File: src/gcrw_pkg.sv
// guest context root-write and guest timer: shared constants and types
// assumes one 100 MHz clock and an APB register port
package gcrw_pkg;
	localparam int unsigned CLK_MHZ = 100;
	localparam int unsigned DATA_W = 32;
	localparam logic [7:0] OFS_ROOT_COUNT = 8'h00;
	localparam logic [7:0] OFS_TIME_OFFSET = 8'h04;
	localparam logic [7:0] OFS_GUEST_COUNT = 8'h08;
	localparam logic [7:0] OFS_GUEST_COMPARE = 8'h0C;
	localparam logic [7:0] OFS_GUEST_CAUSE = 8'h10;
	localparam logic [7:0] OFS_HV_CONTROL = 8'h14;
	localparam logic [7:0] OFS_GUEST_FEATURES = 8'h18;
	localparam logic [7:0] OFS_GUEST_XLAT = 8'h1C;
	localparam logic [7:0] OFS_FAULT_ADDR = 8'h20;
	localparam logic [7:0] OFS_FAULT_INSTR = 8'h24;
	localparam logic [7:0] OFS_PRIOR_INSTR = 8'h28;
	localparam logic [7:0] OFS_SHADOW_MISC = 8'h2C;
	localparam logic [7:0] OFS_FAULT_PAGE = 8'h30;
	localparam logic [7:0] OFS_WIRED = 8'h34;
	localparam logic [7:0] OFS_GUEST_STATUS = 8'h38;
	localparam logic [7:0] OFS_ROOT_COMPARE = 8'h3C;
	// hypervisor control word bit positions
	localparam int unsigned HV_ACCESS_BIT = 0;
	localparam int unsigned HV_ROOT_DC_BIT = 1;
	// guest status flag positions
	localparam int unsigned ST_SOFT_RESTART = 20;
	localparam int unsigned ST_NMI = 19;
	// xlat extension definition codes
	localparam logic [1:0] XDEF_BASIC = 2'h1;
	localparam logic [1:0] XDEF_ALT = 2'h3;
	localparam logic [31:0] RST_WORD = 32'h0000_0000;
	localparam logic [31:0] RST_FEATURES = 32'h0000_0000;

	typedef struct packed {
		logic delay_slot_flag;
		logic guest_clock_irq_flag;
		logic [1:0] unusable_cop;
		logic count_disable_bit;
		logic [4:0] rsv_a;
		logic debug_channel_irq_flag;
		logic [4:0] rsv_b;
		logic [5:0] pending_irq_bits;
		logic [2:0] rsv_c;
		logic [4:0] exception_reason_code;
		logic [1:0] rsv_d;
	} gcrw_cause_t;

	typedef struct packed {
		logic probe_fail;
		logic rsv_a;
		logic [3:0] highest_shadow_set;
		logic [3:0] rsv_b;
		logic [3:0] ext_ctrl_shadow_set;
		logic [1:0] rsv_c;
		logic [9:0] core_number;
		logic [1:0] rsv_d;
		logic [3:0] current_shadow_set;
	} gcrw_shadow_t;
endpackage : gcrw_pkg

File: src/gcrw_top.sv
// guest context registers writable from root, plus the guest timer
// assumes guest_mode, debug_mode and hw_register_read_instr come from the core on pclk
//
// The APB slave port and the register offsets were decided locally.
`timescale 1ns/1ns
`default_nettype none

// Function
// root may optionally write guest feature-present flags
// shared translation buffer: root writes guest size and matching extension field
// hardware-set guest fields take root writes; guest writes do nothing
// reserved, static and random-index fields are not root writable
// root writes probe fail, fault page/address, shadow sets, cause fields, core number
// root writes timer and debug pending flags; pending bits optional
// root writes faulting and prior instructions; wired limit on release 6
// root writes reset flags optionally; never raise guest events
// guest count is root counter plus signed offset
// timer pending set when guest count equals compare, any mode
// access bit one: guest reads count, reads and writes compare
// guest write to count always raises privileged sensitive exception
// access bit zero: every guest count/compare access raises exception
// guest count-disable bit does not change guest time
// guest attempt to change count-disable raises field change exception
// root count-disable stops root counter in debug; guest follows
// guest timer interrupt only to guest; root timer never to guest
// root restores offset, cause, compare, then fixes pending itself
// root writes to guest count are ignored
// unsupported feature values written by root leave field unchanged
// guest never writes configuration fields
// offset and guest count are 32 bits, sum wraps
// compare write used by equality check from next cycle
module gcrw_top import gcrw_pkg::*; #(
	parameter logic [31:0] FEAT_WR_MASK = 32'h8000_00FF,
	parameter logic [31:0] FEAT_ROOT_HAS = 32'h8000_00FF,
	parameter bit SHARED_XLAT = 1'b1,
	parameter logic [1:0] XLAT_EXT_DEF = 2'h1,
	parameter bit SECOND_CTL = 1'b0,
	parameter bit RST_FLAGS_WR = 1'b1,
	parameter int unsigned RELEASE = 6
) (
	input wire logic pclk,
	input wire logic presetn,
	input wire logic psel,
	input wire logic penable,
	input wire logic pwrite,
	input wire logic [7:0] paddr,
	input wire logic [31:0] pwdata,
	output logic [31:0] prdata,
	output logic pready,
	output logic pslverr,
	input wire logic guest_mode,
	input wire logic debug_mode,
	input wire logic hw_register_read_instr,
	output logic guest_timer_irq,
	output logic root_timer_irq,
	output logic guest_priv_exception,
	output logic guest_field_change_exception
);
	if (RELEASE < 1 || RELEASE > 6) begin : g_chk_rel
		$error("RELEASE out of range");
	end
	// a supported bit outside the writable mask could never be switched on
	if ((FEAT_ROOT_HAS & ~FEAT_WR_MASK) != 32'h0000_0000) begin : g_chk_feat
		$error("supported feature not writable");
	end

	logic [31:0] root_count_reg, root_count_next;
	logic [31:0] guest_time_offset_reg, guest_time_offset_next;
	logic [31:0] compare_reg, compare_next;
	logic [31:0] root_compare_reg, root_compare_next;
	gcrw_cause_t cause_reg, cause_next;
	logic [1:0] hv_reg, hv_next;
	logic [31:0] feat_reg, feat_next;
	logic [5:0] xsize_reg, xsize_next;
	logic [7:0] xext_reg, xext_next;
	logic [7:0] xalt_reg, xalt_next;
	logic [31:0] faddr_reg, faddr_next;
	logic [31:0] finstr_reg, finstr_next;
	logic [31:0] pinstr_reg, pinstr_next;
	gcrw_shadow_t shadow_reg, shadow_next;
	logic [18:0] fpage_reg, fpage_next;
	logic [15:0] wired_reg, wired_next;
	logic sr_reg, sr_next;
	logic nmi_reg, nmi_next;
	logic [31:0] prdata_reg, prdata_next;
	logic err_reg, err_next;
	logic gpe_reg, gpe_next;
	logic gfc_reg, gfc_next;
	logic [31:0] guest_count;
	logic acc, root_wr, guest_wr, access_ok;

	assign guest_count = root_count_reg + guest_time_offset_reg;
	assign acc = psel && penable;
	assign root_wr = acc && pwrite && !guest_mode;
	assign guest_wr = acc && pwrite && guest_mode;
	assign access_ok = hv_reg[HV_ACCESS_BIT];

	always_comb begin
		root_count_next = root_count_reg;
		guest_time_offset_next = guest_time_offset_reg;
		compare_next = compare_reg;
		root_compare_next = root_compare_reg;
		cause_next = cause_reg;
		hv_next = hv_reg;
		feat_next = feat_reg;
		xsize_next = xsize_reg;
		xext_next = xext_reg;
		xalt_next = xalt_reg;
		faddr_next = faddr_reg;
		finstr_next = finstr_reg;
		pinstr_next = pinstr_reg;
		shadow_next = shadow_reg;
		fpage_next = fpage_reg;
		wired_next = wired_reg;
		sr_next = sr_reg;
		nmi_next = nmi_reg;
		prdata_next = prdata_reg;
		err_next = err_reg;
		gpe_next = 1'b0;
		gfc_next = 1'b0;
		// root counter freezes only in debug with root count-disable set
		if (!(debug_mode && hv_reg[HV_ROOT_DC_BIT])) begin
			root_count_next = root_count_reg + 32'h0000_0001;
		end
		// read data and error captured in the setup cycle, shown in access
		if (psel && !penable) begin
			prdata_next = 32'h0000_0000;
			err_next = 1'b0;
			unique case (paddr)
				OFS_ROOT_COUNT: begin
					prdata_next = root_count_reg;
					err_next = guest_mode;
				end
				OFS_TIME_OFFSET: begin
					prdata_next = guest_time_offset_reg;
					err_next = guest_mode;
				end
				OFS_GUEST_COUNT: begin
					prdata_next = (guest_mode && !access_ok) ? 32'h0000_0000 : guest_count;
					err_next = guest_mode && (pwrite || !access_ok);
				end
				OFS_GUEST_COMPARE: begin
					prdata_next = (guest_mode && !access_ok) ? 32'h0000_0000 : compare_reg;
					err_next = guest_mode && !access_ok;
				end
				OFS_GUEST_CAUSE: prdata_next = cause_reg;
				OFS_HV_CONTROL: begin
					prdata_next = {30'h0000_0000, hv_reg};
					err_next = guest_mode;
				end
				OFS_GUEST_FEATURES: prdata_next = feat_reg;
				OFS_GUEST_XLAT: prdata_next = {1'b0, xsize_reg, 1'b0, xext_reg, xalt_reg, 6'h00, XLAT_EXT_DEF};
				OFS_FAULT_ADDR: prdata_next = faddr_reg;
				OFS_FAULT_INSTR: prdata_next = finstr_reg;
				OFS_PRIOR_INSTR: prdata_next = pinstr_reg;
				OFS_SHADOW_MISC: prdata_next = shadow_reg;
				OFS_FAULT_PAGE: prdata_next = {9'h000, fpage_reg, 4'h0};
				OFS_WIRED: prdata_next = {wired_reg, 16'h0000};
				OFS_GUEST_STATUS: prdata_next = {11'h000, sr_reg, nmi_reg, 19'h00000};
				OFS_ROOT_COMPARE: begin
					prdata_next = root_compare_reg;
					err_next = guest_mode;
				end
				default: err_next = 1'b1;
			endcase
		end
		// guest count/compare permission checks
		if (acc && guest_mode) begin
			if (paddr == OFS_GUEST_COUNT && (pwrite || !access_ok)) begin
				gpe_next = 1'b1;
			end
			if (paddr == OFS_GUEST_COMPARE && !access_ok) begin
				gpe_next = 1'b1;
			end
		end
		if (guest_mode && hw_register_read_instr && !access_ok) begin
			gpe_next = 1'b1;
		end
		if (guest_wr && paddr == OFS_GUEST_COMPARE && access_ok) begin
			compare_next = pwdata;
		end
		// guest writes to cause change nothing; a count-disable change traps
		if (guest_wr && paddr == OFS_GUEST_CAUSE) begin
			gfc_next = pwdata[27] != cause_reg.count_disable_bit;
		end
		if (root_wr) begin
			unique case (paddr)
				OFS_ROOT_COUNT: root_count_next = pwdata;
				OFS_TIME_OFFSET: guest_time_offset_next = pwdata;
				OFS_GUEST_COUNT: ;
				OFS_GUEST_COMPARE: compare_next = pwdata;
				OFS_GUEST_CAUSE: begin
					cause_next.delay_slot_flag = pwdata[31];
					cause_next.guest_clock_irq_flag = pwdata[30];
					cause_next.unusable_cop = pwdata[29:28];
					cause_next.count_disable_bit = pwdata[27];
					cause_next.debug_channel_irq_flag = pwdata[21];
					if (!SECOND_CTL) begin
						cause_next.pending_irq_bits = pwdata[15:10];
					end
					cause_next.exception_reason_code = pwdata[6:2];
				end
				OFS_HV_CONTROL: hv_next = pwdata[1:0];
				OFS_GUEST_FEATURES: begin
					// a bit is taken only if writable and its value supported
					for (int i = 0; i < 32; i++) begin
						if (FEAT_WR_MASK[i] && (!pwdata[i] || FEAT_ROOT_HAS[i])) begin
							feat_next[i] = pwdata[i];
						end
					end
				end
				OFS_GUEST_XLAT: begin
					if (SHARED_XLAT) begin
						xsize_next = pwdata[30:25];
						if (XLAT_EXT_DEF == XDEF_BASIC) begin
							xext_next = pwdata[23:16];
						end
						if (XLAT_EXT_DEF == XDEF_ALT) begin
							xalt_next = pwdata[15:8];
						end
					end
				end
				OFS_FAULT_ADDR: faddr_next = pwdata;
				OFS_FAULT_INSTR: finstr_next = pwdata;
				OFS_PRIOR_INSTR: pinstr_next = pwdata;
				OFS_SHADOW_MISC: begin
					// reserved bits stay zero
					shadow_next = pwdata & 32'hBC3C_FFCF;
				end
				OFS_FAULT_PAGE: fpage_next = pwdata[22:4];
				OFS_WIRED: begin
					if (RELEASE >= 6) begin
						wired_next = pwdata[31:16];
					end
				end
				OFS_GUEST_STATUS: begin
					// flags are stored only; no guest event is raised
					if (RST_FLAGS_WR) begin
						sr_next = pwdata[ST_SOFT_RESTART];
						nmi_next = pwdata[ST_NMI];
					end
				end
				OFS_ROOT_COMPARE: root_compare_next = pwdata;
				default: ;
			endcase
		end
		// set beats a same-cycle root clear of the pending flag
		if (guest_count == compare_reg) begin
			cause_next.guest_clock_irq_flag = 1'b1;
		end
	end

	always_ff @(posedge pclk or negedge presetn) begin
		if (!presetn) begin
			root_count_reg <= RST_WORD;
			guest_time_offset_reg <= RST_WORD;
			compare_reg <= RST_WORD;
			root_compare_reg <= RST_WORD;
			cause_reg <= RST_WORD;
			hv_reg <= 2'h0;
			feat_reg <= RST_FEATURES;
			xsize_reg <= 6'h00;
			xext_reg <= 8'h00;
			xalt_reg <= 8'h00;
			faddr_reg <= RST_WORD;
			finstr_reg <= RST_WORD;
			pinstr_reg <= RST_WORD;
			shadow_reg <= RST_WORD;
			fpage_reg <= 19'h00000;
			wired_reg <= 16'h0000;
			sr_reg <= 1'b0;
			nmi_reg <= 1'b0;
			prdata_reg <= RST_WORD;
			err_reg <= 1'b0;
			gpe_reg <= 1'b0;
			gfc_reg <= 1'b0;
		end else begin
			root_count_reg <= root_count_next;
			guest_time_offset_reg <= guest_time_offset_next;
			compare_reg <= compare_next;
			root_compare_reg <= root_compare_next;
			cause_reg <= cause_next;
			hv_reg <= hv_next;
			feat_reg <= feat_next;
			xsize_reg <= xsize_next;
			xext_reg <= xext_next;
			xalt_reg <= xalt_next;
			faddr_reg <= faddr_next;
			finstr_reg <= finstr_next;
			pinstr_reg <= pinstr_next;
			shadow_reg <= shadow_next;
			fpage_reg <= fpage_next;
			wired_reg <= wired_next;
			sr_reg <= sr_next;
			nmi_reg <= nmi_next;
			prdata_reg <= prdata_next;
			err_reg <= err_next;
			gpe_reg <= gpe_next;
			gfc_reg <= gfc_next;
		end
	end

	assign prdata = prdata_reg;
	assign pready = 1'b1;
	assign pslverr = acc && err_reg;
	assign guest_priv_exception = gpe_reg;
	assign guest_field_change_exception = gfc_reg;
	// the guest line is fed by the guest flag alone, the root line by root state alone
	assign guest_timer_irq = cause_reg.guest_clock_irq_flag;
	assign root_timer_irq = root_count_reg == root_compare_reg;
endmodule : gcrw_top

`default_nettype wire

File: config.mk
export PLATFORM = sky130hd
export DESIGN_NAME = gcrw_top
export DESIGN_NICKNAME = d
export VERILOG_FILES = /design/src/gcrw_pkg.sv /design/src/gcrw_top.sv
export SDC_FILE = /design/constraint.sdc
export NUM_CORES = 1
export LEC_CHECK = 0
export BUFFER_PORTS_ARGS = -buffer_cell sky130_fd_sc_hd__buf_2
export CAP_MARGIN = 20
export CORE_MARGIN = 3
export CORE_UTILIZATION = 50
export CTS_CLUSTER_SIZE = 20
export DETAILED_ROUTE_END_ITERATION = 10
export HOLD_SLACK_MARGIN = 0.08
export PLACE_DENSITY = 0.67
export SETUP_SLACK_MARGIN = 0.02
export SYNTH_ARGS = -nofsm -noshare
export SYNTH_HDL_FRONTEND = slang
export SYNTH_SLANG_ARGS = --single-unit
File: constraint.sdc
create_clock -name pclk -period 4.1 [get_ports pclk]
set_input_delay 0.615 -clock pclk [delete_from_list [all_inputs] [get_ports pclk]]
set_output_delay 0.615 -clock pclk [all_outputs]
set_load 0.01 [all_outputs]
==> key figures, run 1 <==
Logic synthesis
  • Post-synthesis compound-gate area fraction: between 10% and 20%
  • XOR/XNOR Fraction of Synth Area: 6.73%
  • Synth Cell Area: between 15000 and 20000 µm²
  • Synth Area per Inst: about 11 µm²
  • Synth area leaders: dfrtp_1, mux2_2, xor2_1, nor2_1, a21oi_1
  • Top cells by count, synth: dfrtp_1, mux2_2, nor2_1, nand2_1, a21oi_1
  • Syn_nets: roughly 1700
  • Asr flop ratio synth: between 90% and 100%
  • Ys flop type: dfrtp_1
  • Post-synth EDFFs: 0
  • Yosys cell types: between 70 and 80
  • Synth Area in Simple Gates: 8.82%
  • Adder-Cell Fraction of Synth Area: approximately 2.2%
  • Yosys warning total: 0
  • Dominant cell type by area after synthesis: dfrtp_1
  • Largest family of logic cells by synthesized area: multiplexers
  • Mux share of post-synthesis cell area: 18.0%
  • Cells after Synth: 1650
  • Share of the synthesized area in the top cell type: 47.9%
  • Synth Register Bits: 361
  • Sequential area share after synthesis: between 40% and 50%
  • Most numerous cell in the Yosys netlist: dfrtp_1

STA
  • RSZ-0062 raised after global routing: no
  • Final setup viols: 0
  • Fmax: 0.263 GHz
  • Final Hold Viols: 0
  • Skew final: between 0.01 and 0.015 ns
  • Clock period minus worst slack: around 3.8 ns
  • Tcrit/Tclk final: 92.9%
  • Final WS setup: 0.291 ns
  • Max-slew violation count: 0
  • Final hold slack: about 0.13 ns
  • TNS Setup: 0 ns
  • Actual slew at the worst max-slew pin: 1.11 ns
  • Rel. slew slack: roughly a quarter

Route
  • Final wirelength: 59.8 mm
  • DRT iter0 DRCs: 1302
  • Detailed Routing Iterations Pass 1: 6
  • Via count: 14400
  • Post-detailed-route wirelength per cell: about 27 µm
  • Via/cell ratio: between 6 and 7
  • Post-route DRC: 0
  • Antenna viol nets, final: 0

Floorplan
  • Initial Util: between 50% and 60%
  • Total core area: roughly 37000 µm²
  • Die area: approximately 40000 µm²
  • Io pins: 86
  • Die H: between 200 and 250 µm
  • Die W: around 200 µm
  • Row count: 70

Worst setup path
  • Crit end category: register
  • Critical Path AT: between 4 and 5 ns
  • CP required: ~4.6 ns
  • CP cell instances: ha_1 -> fa_1 -> a211oi_2 -> o211ai_1 -> a21oi_1 -> mux2i_1 -> or3_1 -> and3_1 -> nand4bb_1 -> nor4_1 -> nand4b_1 -> o41ai_2
  • Worst reg2reg startpoint: root_count_reg[0]$_DFF_PN0_
  • CP Launch Type: register
  • RR Endpoint: guest_timer_irq$_DFFE_PN0P_
  • Crit-path max cell delay: approximately 0.47 ns
  • Critical setup path kind: reg2reg
  • R2r worst-path depth: 12
  • Critical Path Fanout Max: 6
  • Slowest-stage cell, CP: a21oi_1
  • R2R Setup Slk: around 0.29 ns

CTS
  • Maximum clock insertion buffer count: 3
  • CTS clk-pin slew, worst paths: ~0.060 ns
  • CTS tree: built
  • Clk_lat worst skew: 0.57 ns
  • Root Buffer: clkbuf_16
  • Clock Sinks: between 300 and 400
  • H-Tree Depth: 2
  • Inserted Clock Buffers: between 40 and 50
  • Hold_buf cts: 0

Global routing
  • GR Util All Layers: about 30%
  • Total gr overflow: 0
  • First-pass GRT wire length: between 90 and 100 mm
  • Largest net degree at the start of global routing: between 100 and 150
  • Antenna violations before repair: 1
  • Vias in the first global route: 14800

Placement
  • Post-detail-place hpwl: 40.1 mm
  • Port bufs: between 80 and 90
  • Setup WS pre-CTS: ~0.23 ns
  • Post-Place Cell Area: approximately 20000 µm²
  • GPL Wtd Cong: 0.919

Finish
  • Fin nets: 1790
  • Fin area: around 21000 µm²
  • Layout area overhead: 13.6%
  • Layout cell share with drive strength beyond 1: 30.6%
  • Antenna fix cells: 0

Power and ir drop
  • Maximum vdd ir drop: between 300 and 400 µV
  • Power Density: between 300 and 400 nW/µm²
  • Static leakage: just over 10 nW

Worst hold path
  • HP Class: in2async

Outcome
  • Status: finished clean

Flow run
  • Maxcap violations: 0
-- kinds of logic (layout without fill, tap and decap cells) --
group / after synthesis / in the layout
adders and majority gates: 33 / 33
other: 1 / 1
xor gates and xnor gates: 124 / 124
AOI/OAI and AO/OA: 343 / 343
buffers and inverters: 137 / 226
and+or+nand+nor: 349 / 349
DFF: 361 / 361
muxes: 302 / 302
-- area by class of cell --
type | instances | area, µm²
fillers | 3071 | 15400
well taps | 504 | 631
inverters | 9 | 33.8
repair buffers | 144 | 956
clock buffers | 59 | 1240
clock inverters | 14 | 138
multi-input cells | 1152 | 9410
flip-flops and latches | 361 | 9030
-- through the flow --
stage	cells	power [W]	utilization, %
CTS	2242	0.00833	58.0
global placement	2169	0.00459	54.3
finish	2243	0.00828	58.2
detailed placement	2169	0.00460	54.3
global route	2243	0.00858	58.2
floorplan	1650	0.00427	-
-- power breakdown --
| part | internal, W | total [W] | switching, W |
|---|---|---|---|
| Clock | 0.00222 | 0.00373 | 0.00151 |
| Combinational | 0.000318 | 0.000772 | 0.000454 |
| Sequential | 0.00366 | 0.00377 | 0.000117 |
| Total | 0.00620 | 0.00828 | 0.00208 |
-- worst max path at each step --
stage | slack, ns | start | cells past startpoint | endpoint
after global routing | 0.03 | root_count_reg[3]$_DFF_PN0_ | 11 | guest_timer_irq$_DFFE_PN0P_
final | 0.29 | root_count_reg[0]$_DFF_PN0_ | 12 | guest_timer_irq$_DFFE_PN0P_
after detailed placement | 0.23 | root_count_reg[0]$_DFF_PN0_ | 12 | guest_timer_irq$_DFFE_PN0P_
after global placement | 0.29 | root_count_reg[0]$_DFF_PN0_ | 12 | guest_timer_irq$_DFFE_PN0P_
after floorplan | 0.74 | root_count_reg[0]$_DFF_PN0_ | 12 | guest_timer_irq$_DFFE_PN0P_
after CTS | 0.18 | root_count_reg[0]$_DFF_PN0_ | 12 | guest_timer_irq$_DFFE_PN0P_
-- cells in the final DEF (no fill, tap or decap), drive strengths merged, types with 6 or more instances in the layout --
master  count
mux2      294
mux2i       8
o211ai      7
nand3      32
a221oi     46
inv        11
xnor2      42
nor3        9
nand4      21
nor2b       7
a31oi       6
a21oi      83
nor4       13
nand2      93
clkbuf     59
nor2      115
dfrtp     361
a211oi      8
a21o        8
a22oi      43
xnor3       9
ha         32
a22o       27
or3         7
a41oi      21
clkinv      7
o21ai      31
buf       144
a222oi     30
and3       21
xor2       69
-- per-layer routing --
| metal | GRT usage [%] | wire (µm) |
|---|---|---|
| met5 | 0 | 12 |
| met1 | 39.0 | 25100 |
| met3 | 6.31 | 3880 |
| met2 | 49.0 | 28900 |
| met4 | 9.51 | 1960 |
-- worst max-delay path: cells and delay by family (launching register included) --
kind / cells / cell delay, ns
AOI/OAI and AO/OA: 4 / 1.29
and+or+nand+nor: 5 / 0.88
adders and majority gates: 2 / 0.73
DFF: 1 / 0.46
muxes: 1 / 0.34
-- timing repair --
| action | 4_1_cts | 5_1_grt |
|---|---|---|
| resized for setup | 0 | 8 |
| setup endpoints to repair | 0 | 1 |
| buffers inserted | 0 | 0 |
(Power assumes the default switching activity.)
==> inputs of run 2 (changes only) <==
Settings changed: REMOVE_ABC_BUFFERS set to 1.
==> run 2 against run 1 <==
Against the previous run: final area down 0.86%; via count down 1.0%; combinational power up 0.8%; die area unchanged; fmax up 0.22%; non-clock buffer count down 5; critical path depth unchanged; first-iteration DRC count up 5.1%; clock power down 10%; sequential share of layout area up 0.36 points; flip-flop and latch count unchanged; largest cell class unchanged.
==> key figures, run 2 (synthesized netlist as in run 1, its figures left out) <==
Outcome
  • Status: finished clean

Finish
  • Layout cell share with drive strength beyond 1: 30.0%
  • Layout area overhead: 12.6%
  • Most frequent cells in the layout: dfrtp_1, mux2_2, nor2_1, nand2_1, buf_2
  • Util after Layout: between 50% and 60%
  • Antenna fix cells: 0
  • Fin nets: between 1500 and 2000
  • Commonest non-fill, non-tap cell in the layout: dfrtp_1
  • Fin area: roughly 21000 µm²

Placement
  • Post-Place Cell Area: approximately 20000 µm²
  • Port bufs: 84
  • Post-detail-place hpwl: 39.6 mm
  • GPL Wtd Cong: roughly 0.9

Worst setup path
  • Crit-path max cell delay: about 0.47 ns
  • Slowest-stage cell, CP: fa_1
  • Critical Path AT: approximately 4.2 ns
  • Critical Path Fanout Max: 6
  • Critical setup path kind: reg2reg
  • CP Launch Type: register
  • CP required: between 4 and 5 ns
  • Crit end category: register
  • CP delay by family, top: simple AND/OR/NAND/NOR gates
  • Buf/Inv on CP: 0
  • CP cell instances: ha_1 -> fa_1 -> xor2_2 -> xor2_1 -> a311oi_1 -> and4b_1 -> nand4bb_1 -> nor4_1 -> nand4_1 -> nor4_2 -> nand4b_1 -> o41ai_2

STA
  • Fmax: roughly 0.26 GHz
  • RSZ-0062 raised after global routing: no
  • Actual slew at the worst max-slew pin: 1.14 ns
  • Clock period minus worst slack: 3.80 ns
  • Final setup viols: 0
  • Rel. slew slack: a little under a quarter
  • Max-slew violation count: 0
  • Tcrit/Tclk final: about 93%
  • Final Hold Viols: 0
  • Skew final: roughly 0.033 ns
  • Final hold slack: between 0.1 and 0.15 ns
  • TNS Setup: 0 ns

Route
  • DRT iter0 DRCs: around 1400
  • Via count: roughly 14000
  • Via/cell ratio: about 6.4
  • Detailed Routing Iterations Pass 1: 6
  • Antenna viol nets, final: 0
  • Post-route DRC: 0
  • Final wirelength: 59.7 mm
  • Post-detailed-route wirelength per cell: approximately 27 µm

Global routing
  • First-pass GRT wire length: around 90 mm
  • Total gr overflow: 0
  • Vias in the first global route: ~15000
  • GR Util All Layers: about 30%
  • Antenna violations before repair: 0
  • Largest net degree at the start of global routing: 100

Floorplan
  • Initial Util: about half
  • Row count: 70
  • Die H: roughly 200 µm
  • Die area: between 40000 and 50000 µm²
  • Total core area: 36900 µm²
  • Io pins: 86
  • Die W: about 200 µm

Power and ir drop
  • Maximum vdd ir drop: just under 300 µV
  • Static leakage: just over 10 nW
  • Total power: between 0.007 and 0.008 W
  • Power Density: roughly 370 nW/µm²

CTS
  • Hold_buf cts: 0
  • CTS tree: built
  • Clock Sinks: approximately 360
  • Clk_lat worst skew: approximately 0.57 ns
  • Maximum clock insertion buffer count: 3
  • CTS clk-pin slew, worst paths: 0.07 ns
  • Inserted Clock Buffers: 40
  • Root Buffer: clkbuf_16
  • H-Tree Depth: 2
  • Postcts setup bufs: 0

Flow run
  • Maxcap violations: 0

Worst hold path
  • HP Class: in2async
## run 2: changes by cell type in the layout (fill, tap and decap cells not counted), sizes merged
cell / before / now
buf: 144 / 139
bufinv: 2 / 0
clkbuf: 59 / 56
clkinvlp: 3 / 2
## run 2: repair_timing
action                                  in CTS  in global routing
endpoints found under the setup margin       0                  1
hold endpoints to repair                     0                  0
gates resized for setup                      0                 11
## run 2: path summary, 6_finish.rpt
check | slack [ns] | endpoint | startpoint | cells past startpoint
max | 0.30 | guest_timer_irq$_DFFE_PN0P_ | root_count_reg[0]$_DFF_PN0_ | 12
min | 0.13 | pinstr_reg[2]$_DFFE_PN0P_ | presetn | 1
max reg2reg | 0.30 | guest_timer_irq$_DFFE_PN0P_ | root_count_reg[0]$_DFF_PN0_ | 12
min reg2reg | 0.48 | prdata[3]$_DFFE_PN0P_ | prdata[3]$_DFFE_PN0P_ | 2
max in group asynchronous | 3.04 | guest_priv_exception$_DFF_PN0_ | presetn | 2
min in group pclk | 0.33 | guest_priv_exception$_DFF_PN0_ | hw_register_read_instr | 3
## run 2: layout make-up
class	instances	area, µm²
sequential	361	9030
timing repair buffer	139	931
tap	504	631
inverter	9	33.8
multi-input combinational	1152	9440
clock buffer	56	1120
clock inverter	11	71.3
fill	3080	15600
## run 2: where the power goes
group	switching, W	total (W)	internal [W]
Combinational	0.000459	0.000778	0.000320
Sequential	0.000116	0.00377	0.00366
Clock	0.00144	0.00335	0.00191
## run 2: through the flow
stage,worst slack [ns],std cells
floorplan,0.0849,1522
global placement,0.307,2165
detailed placement,0.199,2165
CTS,0.216,2232
global route,0.0178,2232
finish,0.299,2232
## run 2: worst reg2reg max path: cells and delay by family (launching register included)
kind,cells,cell delay (ns)
AOI/OAI and AO/OA,2,0.69
DFF,1,0.46
adders and majority gates,2,0.73
and+or+nand+nor,6,1.36
xor gates and xnor gates,2,0.43
## run 2: layer usage
metal  part of all wire [%]  global-route usage, %  vias to the layer above
li1                       -                      -                     6256
met1                     42                   39.4                     7330
met2                     47                   47.7                      572
met3                    6.8                   4.89                      135
met4                    3.7                   10.9                        0
met5                      0                      0                        -
